### src/design/intc_consts.svh
// constants for the interrupt priority and mode logic
`ifndef INTC_CONSTS_SVH
`define INTC_CONSTS_SVH

// command word selection bits, port select low
`define SEL_INIT_ONE_BIT 4
`define SEL_STATUS_BIT 3

// init word one fields
`define INIT1_TRIGGER_BIT 3
`define INIT1_SINGLE_BIT 1
`define INIT1_NEED_FOUR_BIT 0

// init word two: vector base occupies the top bits
`define VECTOR_BASE_MSB 7
`define VECTOR_BASE_LSB 3

// reset and post-initialization values
`define MASK_RESET 8'h00
`define IN_SERVICE_RESET 8'h00
`define PENDING_RESET 8'h00
`define BOTTOM_RESET 3'h7
`define DEFAULT_LEVEL 3'h7
`define VECTOR_BASE_RESET 5'h00
`define INIT_FOUR_RESET 8'h00

`endif

### src/design/intc_pkg.sv
// types shared by the interrupt priority and mode logic
package intc_pkg;

  typedef struct packed {
    logic rotate;
    logic level_sel;
    logic end_of_service_cmd;
    logic [1:0] select;
    logic [2:0] level_select_field;
  } priority_command_word_s;

  typedef struct packed {
    logic unused;
    logic selective_mask_write_enable;
    logic selective_mask_mode;
    logic [1:0] select;
    logic poll;
    logic status_read_request;
    logic status_select;
  } status_command_word_s;

  typedef struct packed {
    logic [2:0] unused;
    logic cascade_nested_mode;
    logic buffered;
    logic master;
    logic auto_service_end_mode;
    logic cpu_mode;
  } init_word_four_s;

  typedef struct packed {
    logic cs_n;
    logic rd_n;
    logic wr_n;
    logic port_select_line;
    logic ack_n;
    logic [7:0] data;
  } cpu_bus_s;

  typedef enum logic [3:0] {
    INIT_IDLE = 4'b0001,
    INIT_VECTOR = 4'b0010,
    INIT_CASCADE = 4'b0100,
    INIT_FOUR = 4'b1000
  } init_state_e;

endpackage

### src/design/priority_resolver.sv
// rotating priority resolver for requests, in-service blocking and end of service
`timescale 1ns/1ps
`default_nettype none

module priority_resolver
(
  input wire logic [7:0] requests,
  input wire logic [7:0] blocking,
  input wire logic [7:0] eos_candidates,
  input wire logic [2:0] bottom,
  input wire logic nested,
  output logic req_valid,
  output logic [2:0] req_level,
  output logic eos_valid,
  output logic [2:0] eos_level,
  output logic int_ok
);

  // search starts just above the bottom level and wraps round
  function automatic logic [3:0] top_of(input logic [7:0] v, input logic [2:0] b);
    logic [3:0] r;
    logic [2:0] l;
    r = 4'h0;
    for (int k = 7; k >= 0; k--)
    begin
      l = b + 3'h1 + 3'(k);
      if (v[l])
        r = {1'b1, l};
    end
    return r;
  endfunction

  // rank 0 is highest priority
  function automatic logic [2:0] rank_of(input logic [2:0] l, input logic [2:0] b);
    return l - b - 3'h1;
  endfunction

  logic [3:0] req_top;
  logic [3:0] blk_top;
  logic [3:0] eos_top;

  assign req_top = top_of(requests, bottom);
  assign blk_top = top_of(blocking, bottom);
  assign eos_top = top_of(eos_candidates, bottom);
  assign req_valid = req_top[3];
  assign req_level = req_top[2:0];
  assign eos_valid = eos_top[3]; // RULE23
  assign eos_level = eos_top[2:0];

  always_comb
  begin
    if (!blk_top[3])
      int_ok = 1'b1;
    else if (nested)
      int_ok = rank_of(req_top[2:0], bottom) <= rank_of(blk_top[2:0], bottom); // RULE20
    else
      int_ok = rank_of(req_top[2:0], bottom) < rank_of(blk_top[2:0], bottom);
  end

endmodule

`default_nettype wire

### src/design/interrupt_priority_modes.sv
// eight-input interrupt controller: priority, masking, poll and status reads
//
// Contract
// RULE1 - automatic rotation puts serviced input lowest
// RULE2 - rotate with non-specific end of service
// RULE3 - rotate-in-auto-end mode set and cleared
// RULE4 - set priority makes named level bottom
// RULE5 - rotate on specific end clears and rotates
// RULE6 - each mask bit inhibits its own input
// RULE7 - selective mask ignores in-service blocking
// RULE8 - status word enters or leaves selective mask
// RULE9 - read after poll acts as acknowledge
// RULE10 - request state frozen from poll to read
// RULE11 - poll word: pending flag and level
// RULE12 - pending register unmasked, cleared on acknowledge
// RULE13 - read request selects pending or in-service
// RULE14 - read selection retained, pending after init
// RULE15 - port select high reads mask directly
// RULE16 - poll overrides register read request
// RULE17 - edge mode: rising transition only
// RULE18 - level mode: high level is request
// RULE19 - early drop gives default level seven
// RULE20 - cascade nested mode allows same level
// RULE21 - buffer enable matches data bus drive
// RULE22 - fixed priority after init, zero highest
// RULE23 - non-specific end clears highest in-service
// RULE24 - selective mask spares masked in-service bits
`include "intc_consts.svh"
`timescale 1ns/1ps
`default_nettype none

module interrupt_priority_modes
  import intc_pkg::*;
(
  input wire logic mclk,
  input wire logic rst,
  input wire logic cs_n,
  input wire logic rd_n,
  input wire logic wr_n,
  input wire logic port_select_line,
  input wire logic [7:0] data_in,
  input wire logic interrupt_ack_pulse_n,
  input wire logic [7:0] request_input,
  output logic [7:0] data_out,
  output logic data_oe,
  output logic int_request,
  output logic buffer_enable_out_n
);

  ////////////////////////////////////////////////////////////////////////////
  // pin synchronisers

  cpu_bus_s bus_meta_reg;
  cpu_bus_s bus_reg;
  cpu_bus_s bus_prev_reg;
  logic [7:0] req_meta_reg;
  logic [7:0] req_sync_reg;
  logic [7:0] req_prev_reg;

  always_ff @(posedge mclk)
  begin
    if (rst)
    begin
      bus_meta_reg <= '1;
      bus_reg <= '1;
      bus_prev_reg <= '1;
    end
    else
    begin
      bus_meta_reg <= {cs_n, rd_n, wr_n, port_select_line, interrupt_ack_pulse_n, data_in};
      bus_reg <= bus_meta_reg;
      bus_prev_reg <= bus_reg;
    end
  end

  always_ff @(posedge mclk)
  begin
    if (rst)
    begin
      req_meta_reg <= 8'h00;
      req_sync_reg <= 8'h00;
    end
    else
    begin
      req_meta_reg <= request_input;
      req_sync_reg <= req_meta_reg;
    end
  end

  ////////////////////////////////////////////////////////////////////////////
  // bus events

  logic wr_done;
  logic rd_start;
  logic rd_active;
  logic ack_fall;
  logic ack_rise;
  logic [7:0] wdata;
  logic wr_init_one;
  logic wr_status;
  logic wr_priority;
  logic wr_port_one;
  logic wr_mask;
  priority_command_word_s pcw;
  status_command_word_s scw;
  init_word_four_s four_reg;
  init_state_e init_state_reg;

  // data and select are taken from the cycle before write goes inactive
  assign wr_done = !bus_prev_reg.wr_n && bus_reg.wr_n && !bus_prev_reg.cs_n;
  assign wdata = bus_prev_reg.data;
  assign rd_active = !bus_reg.rd_n && !bus_reg.cs_n;
  assign rd_start = rd_active && bus_prev_reg.rd_n;
  assign ack_fall = bus_prev_reg.ack_n && !bus_reg.ack_n;
  assign ack_rise = !bus_prev_reg.ack_n && bus_reg.ack_n;
  assign pcw = wdata;
  assign scw = wdata;

  assign wr_port_one = wr_done && bus_prev_reg.port_select_line;
  assign wr_init_one = wr_done && !bus_prev_reg.port_select_line && wdata[`SEL_INIT_ONE_BIT];
  assign wr_status = wr_done && !bus_prev_reg.port_select_line
    && !wdata[`SEL_INIT_ONE_BIT] && wdata[`SEL_STATUS_BIT];
  assign wr_priority = wr_done && !bus_prev_reg.port_select_line
    && !wdata[`SEL_INIT_ONE_BIT] && !wdata[`SEL_STATUS_BIT];
  assign wr_mask = wr_port_one && (init_state_reg == INIT_IDLE);

  ////////////////////////////////////////////////////////////////////////////
  // initialization sequence and operating modes

  logic level_trig_reg;
  logic single_reg;
  logic need_four_reg;
  logic [4:0] vector_base_reg;

  always_ff @(posedge mclk)
  begin
    if (rst)
    begin
      init_state_reg <= INIT_IDLE;
      level_trig_reg <= 1'b0;
      single_reg <= 1'b1;
      need_four_reg <= 1'b0;
      vector_base_reg <= `VECTOR_BASE_RESET;
      four_reg <= `INIT_FOUR_RESET;
    end
    else if (wr_init_one)
    begin
      init_state_reg <= INIT_VECTOR;
      level_trig_reg <= wdata[`INIT1_TRIGGER_BIT];
      single_reg <= wdata[`INIT1_SINGLE_BIT];
      need_four_reg <= wdata[`INIT1_NEED_FOUR_BIT];
      four_reg <= `INIT_FOUR_RESET;
    end
    else if (wr_port_one)
    begin
      case (init_state_reg)
        INIT_IDLE:
          init_state_reg <= INIT_IDLE;
        INIT_VECTOR:
        begin
          vector_base_reg <= wdata[`VECTOR_BASE_MSB:`VECTOR_BASE_LSB];
          if (!single_reg)
            init_state_reg <= INIT_CASCADE;
          else if (need_four_reg)
            init_state_reg <= INIT_FOUR;
          else
            init_state_reg <= INIT_IDLE;
        end
        // cascade word is accepted and not used by this block
        INIT_CASCADE:
          init_state_reg <= need_four_reg ? INIT_FOUR : INIT_IDLE;
        INIT_FOUR:
        begin
          four_reg <= wdata;
          init_state_reg <= INIT_IDLE;
        end
        default:
          init_state_reg <= INIT_IDLE;
      endcase
    end
  end

  ////////////////////////////////////////////////////////////////////////////
  // mask, mode and read selection

  logic [7:0] channel_mask_reg;
  logic smm_reg;
  logic read_isr_reg;
  logic poll_reg;
  logic rotate_auto_reg;

  always_ff @(posedge mclk)
  begin
    if (rst || wr_init_one)
      channel_mask_reg <= `MASK_RESET;
    else if (wr_mask)
      channel_mask_reg <= wdata;
  end

  always_ff @(posedge mclk)
  begin
    if (rst || wr_init_one)
    begin
      smm_reg <= 1'b0;
      read_isr_reg <= 1'b0; // RULE14
    end
    else if (wr_status)
    begin
      if (scw.selective_mask_write_enable)
        smm_reg <= scw.selective_mask_mode; // RULE8
      if (scw.status_read_request && !scw.poll)
        read_isr_reg <= scw.status_select; // RULE13 RULE16
    end
  end

  // poll stays armed from its write up to the read that consumes it
  always_ff @(posedge mclk)
  begin
    if (rst || wr_init_one)
      poll_reg <= 1'b0;
    else if (wr_status && scw.poll)
      poll_reg <= 1'b1; // RULE16
    else if (rd_start)
      poll_reg <= 1'b0;
  end

  always_ff @(posedge mclk)
  begin
    if (rst || wr_init_one)
      rotate_auto_reg <= 1'b0;
    else if (wr_priority && !pcw.level_sel && !pcw.end_of_service_cmd)
      rotate_auto_reg <= pcw.rotate; // RULE3
  end

  ////////////////////////////////////////////////////////////////////////////
  // priority resolution

  logic [7:0] pending_request_reg;
  logic [7:0] in_service_reg;
  logic [2:0] bottom_reg;
  logic req_valid;
  logic [2:0] req_level;
  logic eos_valid;
  logic [2:0] eos_level;
  logic int_ok;
  logic grant_valid;

  priority_resolver u_resolver (
    .requests(pending_request_reg & ~channel_mask_reg), // RULE6
    .blocking(smm_reg ? 8'h00 : in_service_reg), // RULE7
    .eos_candidates(smm_reg ? (in_service_reg & ~channel_mask_reg) : in_service_reg), // RULE24
    .bottom(bottom_reg),
    .nested(four_reg.cascade_nested_mode),
    .req_valid(req_valid),
    .req_level(req_level),
    .eos_valid(eos_valid),
    .eos_level(eos_level),
    .int_ok(int_ok)
  );

  assign grant_valid = req_valid && int_ok;

  ////////////////////////////////////////////////////////////////////////////
  // acknowledge sequence, poll acknowledge and end of service

  logic ack_phase_reg;
  logic [2:0] served_level_reg;
  logic take;
  logic [2:0] take_level;
  logic auto_end;
  logic nonspec_end;
  logic spec_end;

  // a poll read is taken exactly as a first acknowledge pulse
  assign take = (ack_fall && !ack_phase_reg) || (rd_start && poll_reg); // RULE9
  // a request gone before the acknowledge leaves the default level
  assign take_level = grant_valid ? req_level : `DEFAULT_LEVEL; // RULE19
  assign auto_end = ack_rise && ack_phase_reg && four_reg.auto_service_end_mode;
  assign nonspec_end = (wr_priority && pcw.end_of_service_cmd && !pcw.level_sel) || auto_end;
  assign spec_end = wr_priority && pcw.end_of_service_cmd && pcw.level_sel;

  always_ff @(posedge mclk)
  begin
    if (rst || wr_init_one)
    begin
      ack_phase_reg <= 1'b0;
      served_level_reg <= `DEFAULT_LEVEL;
    end
    else
    begin
      if (take)
        served_level_reg <= take_level;
      if (ack_rise)
        ack_phase_reg <= !ack_phase_reg;
    end
  end

  always_ff @(posedge mclk)
  begin
    if (rst || wr_init_one)
      in_service_reg <= `IN_SERVICE_RESET;
    else
    begin
      for (int i = 0; i < 8; i++)
      begin
        if (take && grant_valid && (req_level == 3'(i)))
          in_service_reg[i] <= 1'b1; // RULE19
        else if (spec_end && (pcw.level_select_field == 3'(i)))
          in_service_reg[i] <= 1'b0; // RULE5
        else if (nonspec_end && eos_valid && (eos_level == 3'(i)))
          in_service_reg[i] <= 1'b0; // RULE2 RULE23
      end
    end
  end

  always_ff @(posedge mclk)
  begin
    if (rst || wr_init_one)
      bottom_reg <= `BOTTOM_RESET; // RULE22
    else if (wr_priority && pcw.rotate && pcw.level_sel)
      bottom_reg <= pcw.level_select_field; // RULE4 RULE5
    else if (wr_priority && pcw.rotate && pcw.end_of_service_cmd && eos_valid)
      bottom_reg <= eos_level; // RULE2
    else if (auto_end && rotate_auto_reg)
      bottom_reg <= served_level_reg; // RULE1
  end

  ////////////////////////////////////////////////////////////////////////////
  // request capture

  logic [7:0] req_captured;

  // edge mode: a latch set by a rising input and emptied while the input is low
  assign req_captured = level_trig_reg ? req_sync_reg // RULE18
    : ((pending_request_reg | (req_sync_reg & ~req_prev_reg)) & req_sync_reg); // RULE17

  always_ff @(posedge mclk)
  begin
    if (rst || wr_init_one)
    begin
      pending_request_reg <= `PENDING_RESET;
      req_prev_reg <= 8'hff;
    end
    else if (poll_reg && !take)
      pending_request_reg <= pending_request_reg; // RULE10
    else
    begin
      req_prev_reg <= req_sync_reg;
      for (int i = 0; i < 8; i++)
      begin
        if (take && grant_valid && (req_level == 3'(i)))
          pending_request_reg[i] <= 1'b0; // RULE12
        else
          pending_request_reg[i] <= req_captured[i];
      end
    end
  end

  always_ff @(posedge mclk)
  begin
    if (rst || wr_init_one)
      int_request <= 1'b0;
    else if (!poll_reg)
      int_request <= grant_valid; // RULE10
  end

  ////////////////////////////////////////////////////////////////////////////
  // read data and bus drive

  logic oe_reg;

  always_ff @(posedge mclk)
  begin
    if (rst)
      data_out <= 8'h00;
    else if (rd_start && poll_reg)
      data_out <= {grant_valid, 4'h0, take_level}; // RULE11
    else if (rd_start && bus_reg.port_select_line)
      data_out <= channel_mask_reg; // RULE15
    else if (rd_start)
      data_out <= read_isr_reg ? in_service_reg : pending_request_reg; // RULE13 RULE14
    else if (ack_fall && ack_phase_reg)
      data_out <= {vector_base_reg, served_level_reg};
  end

  // the vector goes out during the second acknowledge pulse only
  always_ff @(posedge mclk)
  begin
    if (rst)
      oe_reg <= 1'b0;
    else
      oe_reg <= rd_active || (!bus_reg.ack_n && ack_phase_reg);
  end

  assign data_oe = oe_reg;
  assign buffer_enable_out_n = !(four_reg.buffered && oe_reg); // RULE21

endmodule

`default_nettype wire

### config.mk
export PLATFORM = sky130hd
export DESIGN_NAME = interrupt_priority_modes
export DESIGN_NICKNAME = d
export VERILOG_FILES = /design/src/design/intc_pkg.sv /design/src/design/priority_resolver.sv /design/src/design/interrupt_priority_modes.sv
export VERILOG_INCLUDE_DIRS = /design/src /design/src/design
export SDC_FILE = /design/constraint.sdc
export NUM_CORES = 1
export LEC_CHECK = 0
export BUFFER_PORTS_ARGS = -buffer_cell sky130_fd_sc_hd__buf_4
export CAP_MARGIN = 30
export CORE_MARGIN = 4
export CORE_UTILIZATION = 30
export DETAILED_ROUTE_END_ITERATION = 7
export GPL_TIMING_DRIVEN = 0
export PLACE_DENSITY = 0.54
export SETUP_SLACK_MARGIN = 0.3
export SLEW_MARGIN = 20
export SYNTH_ARGS = -nofsm -noshare
export SYNTH_HDL_FRONTEND = slang
export SYNTH_SLANG_ARGS = --single-unit
export TNS_END_PERCENT = 50
### constraint.sdc
create_clock -name mclk -period 6.6 [get_ports mclk]
set_input_delay 0.66 -clock mclk [delete_from_list [all_inputs] [get_ports mclk]]
set_output_delay 0.66 -clock mclk [all_outputs]
set_load 0.05 [all_outputs]
==> flow_summary.yaml, run 1 <==
synth:
  synthMuxAreaShare_pct: 12.9
  synthCells: 900
  syn-num-nets: 932
  ys_types: 80
  synth-main-ff-cell: "dfxtp_1"
  synth_seq_cells: 123
  async_flop_share_pct: 0
  yosysWarnings: 0
  synth_edf_count: 0
  avgSynthCellArea_um2: 8.39
  synth_top_family_by_area: "simple AND/OR/NAND/NOR gates"
  syn-cell-area_um2: 7550
  synthAdderAreaFrac_pct: 1.69
  synth_xor_area_share_pct: 1.54
  synth-seq-area-share_pct: 32.6
  yosys.area_share.simple_pct: 23.8
  synth_compound_area_share_pct: 22.9
cells_and_area:
  drive_gt1_share_pct: 21.3
  seq_area_um2: 2460
  diodes: 0
  multi_input_area_um2: 4820
  area_growth_pct: 19.0
  fill_cells: 2578
  final_nets: 993
pwr:
  leakagePower_nw: 3.50
  switchingPower_uw: 445
  p_per_area_nw_per_um2: 203
  p_seq_share_pct: 42.4
  combPwrFrac_pct: 5.8
  clockPowerShare_pct: 51.8
  p_int_mw: 1.38
  switching_share_pct: 24.4
  vdd_drop_max_mv: 0.159
clocking:
  worstSkewPairLatency_ns: 0.41
  root_buffer: "clkbuf_16"
  h-tree-depth: 4
  clk_path_buf_depth: 2
  cts.sink_count: 123
  clk_pin_slew_ns: 0.06
  cts-buffers-inserted: 17
  cts_tree: "yes"
sta:
  fin_crit_sh_pct: 91.0
  clock.fmax_ghz: 0.166
  hold_ws_ns: 0.407
  setup_viol: 0
  slew_viol_final: 0
  slew_headroom_pct: 37.4
  rsz0062_at_grt: "no"
  worst_slack_ns: 0.594
  finalHoldViolations: 0
  timing.final.crit_period_ns: 6.01
  finClkSkew_ns: 0.00547
  worst_pin_slew_ns: 0.925
routing:
  firstDrtPassIters: 5
  drt-vias-per-instance: 5.40
  dr_total_vias: 7010
  drtIter0Drc: 687
  drc: 0
  wirelength_um: 23500
  drtAntennaViolNets: 0
  post_drt_wl_per_cell_um: 18.1
job:
  max_cap_viol_count: 0
run_status:
  status: "complete, no violations"
floorplan:
  dieArea_um2: 27800
  ioPinCount: 34
  die_w_um: 167
  std_cell_rows: 57
  start_util_pct: 30.8
  die_h_um: 167
  core_area_um2: 24500
setup_path:
  path_class: "reg2reg"
  worstSetupEndpointType: "flip-flop"
  setup.worst_path.start_class: "flip-flop"
  critPathSlowestCell: "mux4_2"
  slowest_delay_ns: 0.41
  crit_required_ns: 6.90
  critPathMaxFanout: 12
  critPathArrivalTime_ns: 6.30
grt:
  grt_usage_pct: 16.4
  globalRoute.totalOverflow: 0
  grt_max_degree: 17
  grt_pass1_vias: 6644
  grt_pass1_wl_um: 37200
  antenna_found_initial: 0
placed_design:
  numPortBuffers: 33
  dp_hpwl_um: 17500
  place.gp.congestion: 0.918
  place_ws_ns: -0.681
min_path:
  hold_path.class: "reg2reg"
-- final timing paths --
path / from / end / slack (ns) / cells past startpoint
worst max-delay path: bottom_reg[0] / data_out[2] / 0.59 / 30
worst min-delay path: bus_meta_reg[12] / bus_reg[12] / 0.41 / 1
worst max register to register: bottom_reg[0] / data_out[2] / 0.59 / 30
worst min register to register: bus_meta_reg[12] / bus_reg[12] / 0.41 / 1
-- cell type report --
cell class | count | share of cell area [%]
multi-input combinational | 699 | 53.6
timing repair buffer | 42 | 3.48
tap | 324 | 4.51
clock buffer | 17 | 4.73
inverter | 19 | 0.821
buffer | 59 | 3.49
sequential | 123 | 27.4
clock inverter | 15 | 1.99
-- worst max-delay path, delay by kind of cell, from the launching register on --
family                   cells  cell delay (ns)
buffers and inverters       11             1.67
adder cells (fa/ha/maj)      4             1.23
AO/OA/AOI/OAI                7             1.14
multiplexers                 2             0.63
AND/OR/NAND/NOR              4             0.50
flip-flops                   1             0.36
XOR/XNOR                     2             0.33
-- per-stage QoR --
stage | utilization (%) | power (mW) | cell area [um^2] | TNS, ns | cells
floorplan | - | 0.853 | 7550 | 0 | 900
global placement | 33.5 | 0.888 | 8210 | -11.80 | 1257
detailed placement | 33.5 | 0.889 | 8210 | -12.74 | 1258
CTS | 36.1 | 1.84 | 8860 | 0 | 1293
global route | 36.6 | 1.89 | 8990 | 0 | 1298
finish | 36.6 | 1.83 | 8990 | 0 | 1298
-- repair_timing --
item,in CTS,in global routing
gates resized for setup,17,31
setup endpoints to repair,24,24
buffers inserted,3,5
hold buffers,0,0
pin swaps,0,2
-- synthesized netlist by cell type, drive strengths merged (8+ instances only) --
cell type | instances | share of area [%]
a2111oi | 10 | 2.0
a211oi | 18 | 1.9
a21o | 10 | 0.99
a21oi | 78 | 5.3
and2 | 9 | 0.81
buf | 25 | 1.9
clkbuf | 34 | 1.7
dfxtp | 123 | 33
inv | 18 | 0.93
mux2 | 15 | 2.2
mux2i | 47 | 6.4
mux4 | 14 | 4.2
nand2 | 61 | 3.0
nand2b | 24 | 2.0
nand3 | 22 | 1.5
nor2 | 94 | 4.7
nor2b | 27 | 2.2
nor3 | 31 | 2.1
o21ai | 58 | 3.8
o2bb2ai | 8 | 0.93
or2 | 42 | 3.5
-- placed cells by master (no fill, tap or decap), drive strengths merged, types with 7 or more instances in the layout --
cell	instances
o21ai	58
a31oi	7
nor3	31
a2111oi	10
nor2b	27
mux2i	47
o2bb2ai	8
dfxtp	123
nand2	61
mux4	14
a21o	10
and2	9
buf	64
a211oi	18
and3	7
ha	7
inv	27
a21oi	78
clkbuf	54
nor2	94
or2	42
mux2	15
nand2b	24
nand3	22
-- power groups by stage --
stage / Combinational, mW / Sequential (mW) / Clock [mW]
finish: 0.105 / 0.775 / 0.946
detailed placement: 0.0985 / 0.791 / 0
floorplan: 0.0615 / 0.792 / 0
CTS: 0.102 / 0.775 / 0.961
global route: 0.115 / 0.777 / 0.994
global placement: 0.0975 / 0.791 / 0
-- cell families after synthesis --
kind of cell             Yosys count
buffers and inverters             78
flip-flops                       123
multiplexers                      76
AO/OA/AOI/OAI                    254
XOR/XNOR                          10
adder cells (fa/ha/maj)            9
AND/OR/NAND/NOR                  350
-- layer usage --
layer	part of all wire (%)	track usage [%]
met3	5.5	2.28
met1	47	23.0
met5	0	0
met2	46	26.5
met4	1.8	4.84
Power figures use the tool's default switching activity.
==> run 2, diff against run 1 <==
Settings changed: SKIP_CTS_REPAIR_TIMING set to 1.
Clock period 6.6 ns to 7.2 ns, I/O delays scaled along.
==> run 2 against run 1 <==
Against the previous run:
- critical path depth shrank 1
- flip-flop and latch count is the same
- clock power is 8.6% lower
- core utilization is 0.57 points lower
- largest cell class unchanged
- highest routed layer unchanged
- largest power group unchanged
- non-clock buffer count down 7
- clock skew is 0.00096 ns higher
==> flow_summary.yaml, run 2 (same netlist as run 1, synthesis figures left out) <==
cells_and_area:
  final_nets: 986
  diodes: 0
  area_growth_pct: 17.2
  final_common_cell: "dfxtp_1"
  fill_cells: 2583
  final_cell_mix: "dfxtp_1 (123), nor2_1 (93), a21oi_1 (77)"
  drive_gt1_share_pct: 19.1
  final_util_pct: 36.1
setup_path:
  critPathArrivalTime_ns: 6.80
  path_class: "reg2reg"
  critPathSlowestCell: "xnor3_1"
  setup.worst_path.start_class: "flip-flop"
  critical_path.top_delay_family: "buffers and inverters"
  slowest_delay_ns: 0.52
  worstSetupEndpointType: "flip-flop"
  cp_num_buf_inv: 9
  crit_required_ns: 7.49
  critPathMaxFanout: 12
  cp_common_cell: "buf_6"
floorplan:
  die_w_um: 167
  start_util_pct: 30.8
  dieArea_um2: 27800
  std_cell_rows: 57
  die_h_um: 167
  ioPinCount: 34
  core_area_um2: 24500
sta:
  finalHoldViolations: 0
  slew_headroom_pct: 36.3
  timing.final.crit_period_ns: 6.50
  setup_viol: 0
  setup-tns-final_ns: 0
  finClkSkew_ns: 0.00642
  clock.fmax_ghz: 0.154
  rsz0062_at_grt: "no"
  worst_pin_slew_ns: 0.942
  slew_viol_final: 0
  fin_crit_sh_pct: 90.3
placed_design:
  numPortBuffers: 33
  place.gp.congestion: 0.918
  dp_hpwl_um: 17500
grt:
  grt_pass1_wl_um: 37100
  grt_usage_pct: 16.4
  grt_max_degree: 17
  antenna_found_initial: 0
  grt_pass1_vias: 6671
  globalRoute.totalOverflow: 0
min_path:
  hold_path.class: "reg2reg"
routing:
  drtAntennaViolNets: 0
  dr_total_vias: 7019
  drt-vias-per-instance: 5.44
  drtIter0Drc: 669
  wirelength_um: 23300
  post_drt_wl_per_cell_um: 18.0
  firstDrtPassIters: 6
  drc: 0
clocking:
  clk_path_buf_depth: 2
  worstSkewPairLatency_ns: 0.41
  clk_pin_slew_ns: 0.06
  root_buffer: "clkbuf_16"
  h-tree-depth: 4
  cts.sink_count: 123
  cts_tree: "yes"
  cts-buffers-inserted: 17
pwr:
  p_per_area_nw_per_um2: 188
  finalPower_mw: 1.67
  vdd_drop_max_mv: 0.145
  leakagePower_nw: 3.44
run_status:
  status: "complete, no violations"
job:
  max_cap_viol_count: 0
-- run 2: final timing paths --
| path | to | start | slack [ns] | depth (start not counted) |
|---|---|---|---|---|
| min | bus_reg[9] | bus_meta_reg[9] | 0.40 | 1 |
| max | data_out[1] | bottom_reg[0] | 0.70 | 29 |
| max reg2reg | data_out[1] | bottom_reg[0] | 0.70 | 29 |
| min reg2reg | bus_reg[9] | bus_meta_reg[9] | 0.40 | 1 |
-- run 2: metrics by stage --
stage,area (um^2),worst slack (ns),std cells,hold WS (ns)
floorplan,7550,1.67,900,0.389
global placement,8210,-0.0460,1257,0.392
detailed placement,8210,-0.0814,1258,0.392
CTS,8820,-0.100,1290,0.407
global route,8850,0.319,1291,0.419
finish,8850,0.695,1291,0.404
-- run 2: routing by layer --
metal | routed length (um) | GRT usage, % | share of wire, %
met2 | 10600 | 26.4 | 45
met3 | 1450 | 2.28 | 6.2
met4 | 462 | 4.94 | 2.0
met1 | 10800 | 22.9 | 46
met5 | 0 | 0 | 0
-- run 2: where the power goes --
part           internal, mW  switching (mW)  total [mW]
Clock                 0.525           0.341       0.865
Sequential            0.700          0.0105       0.710
Combinational        0.0387          0.0534      0.0921
Total                  1.26           0.404        1.67
-- run 2: area by class of cell --
class / instances / area, um^2 / area share, %
Timing Repair Buffer: 35 / 260 / 2.94
Sequential cell: 123 / 2460 / 27.8
Tap cell: 324 / 405 / 4.58
Clock buffer: 17 / 425 / 4.81
Inverter: 19 / 73.8 / 0.834
Multi-Input combinational cell: 699 / 4760 / 53.7
Clock inverter: 15 / 179 / 2.02
Buffer: 59 / 289 / 3.27
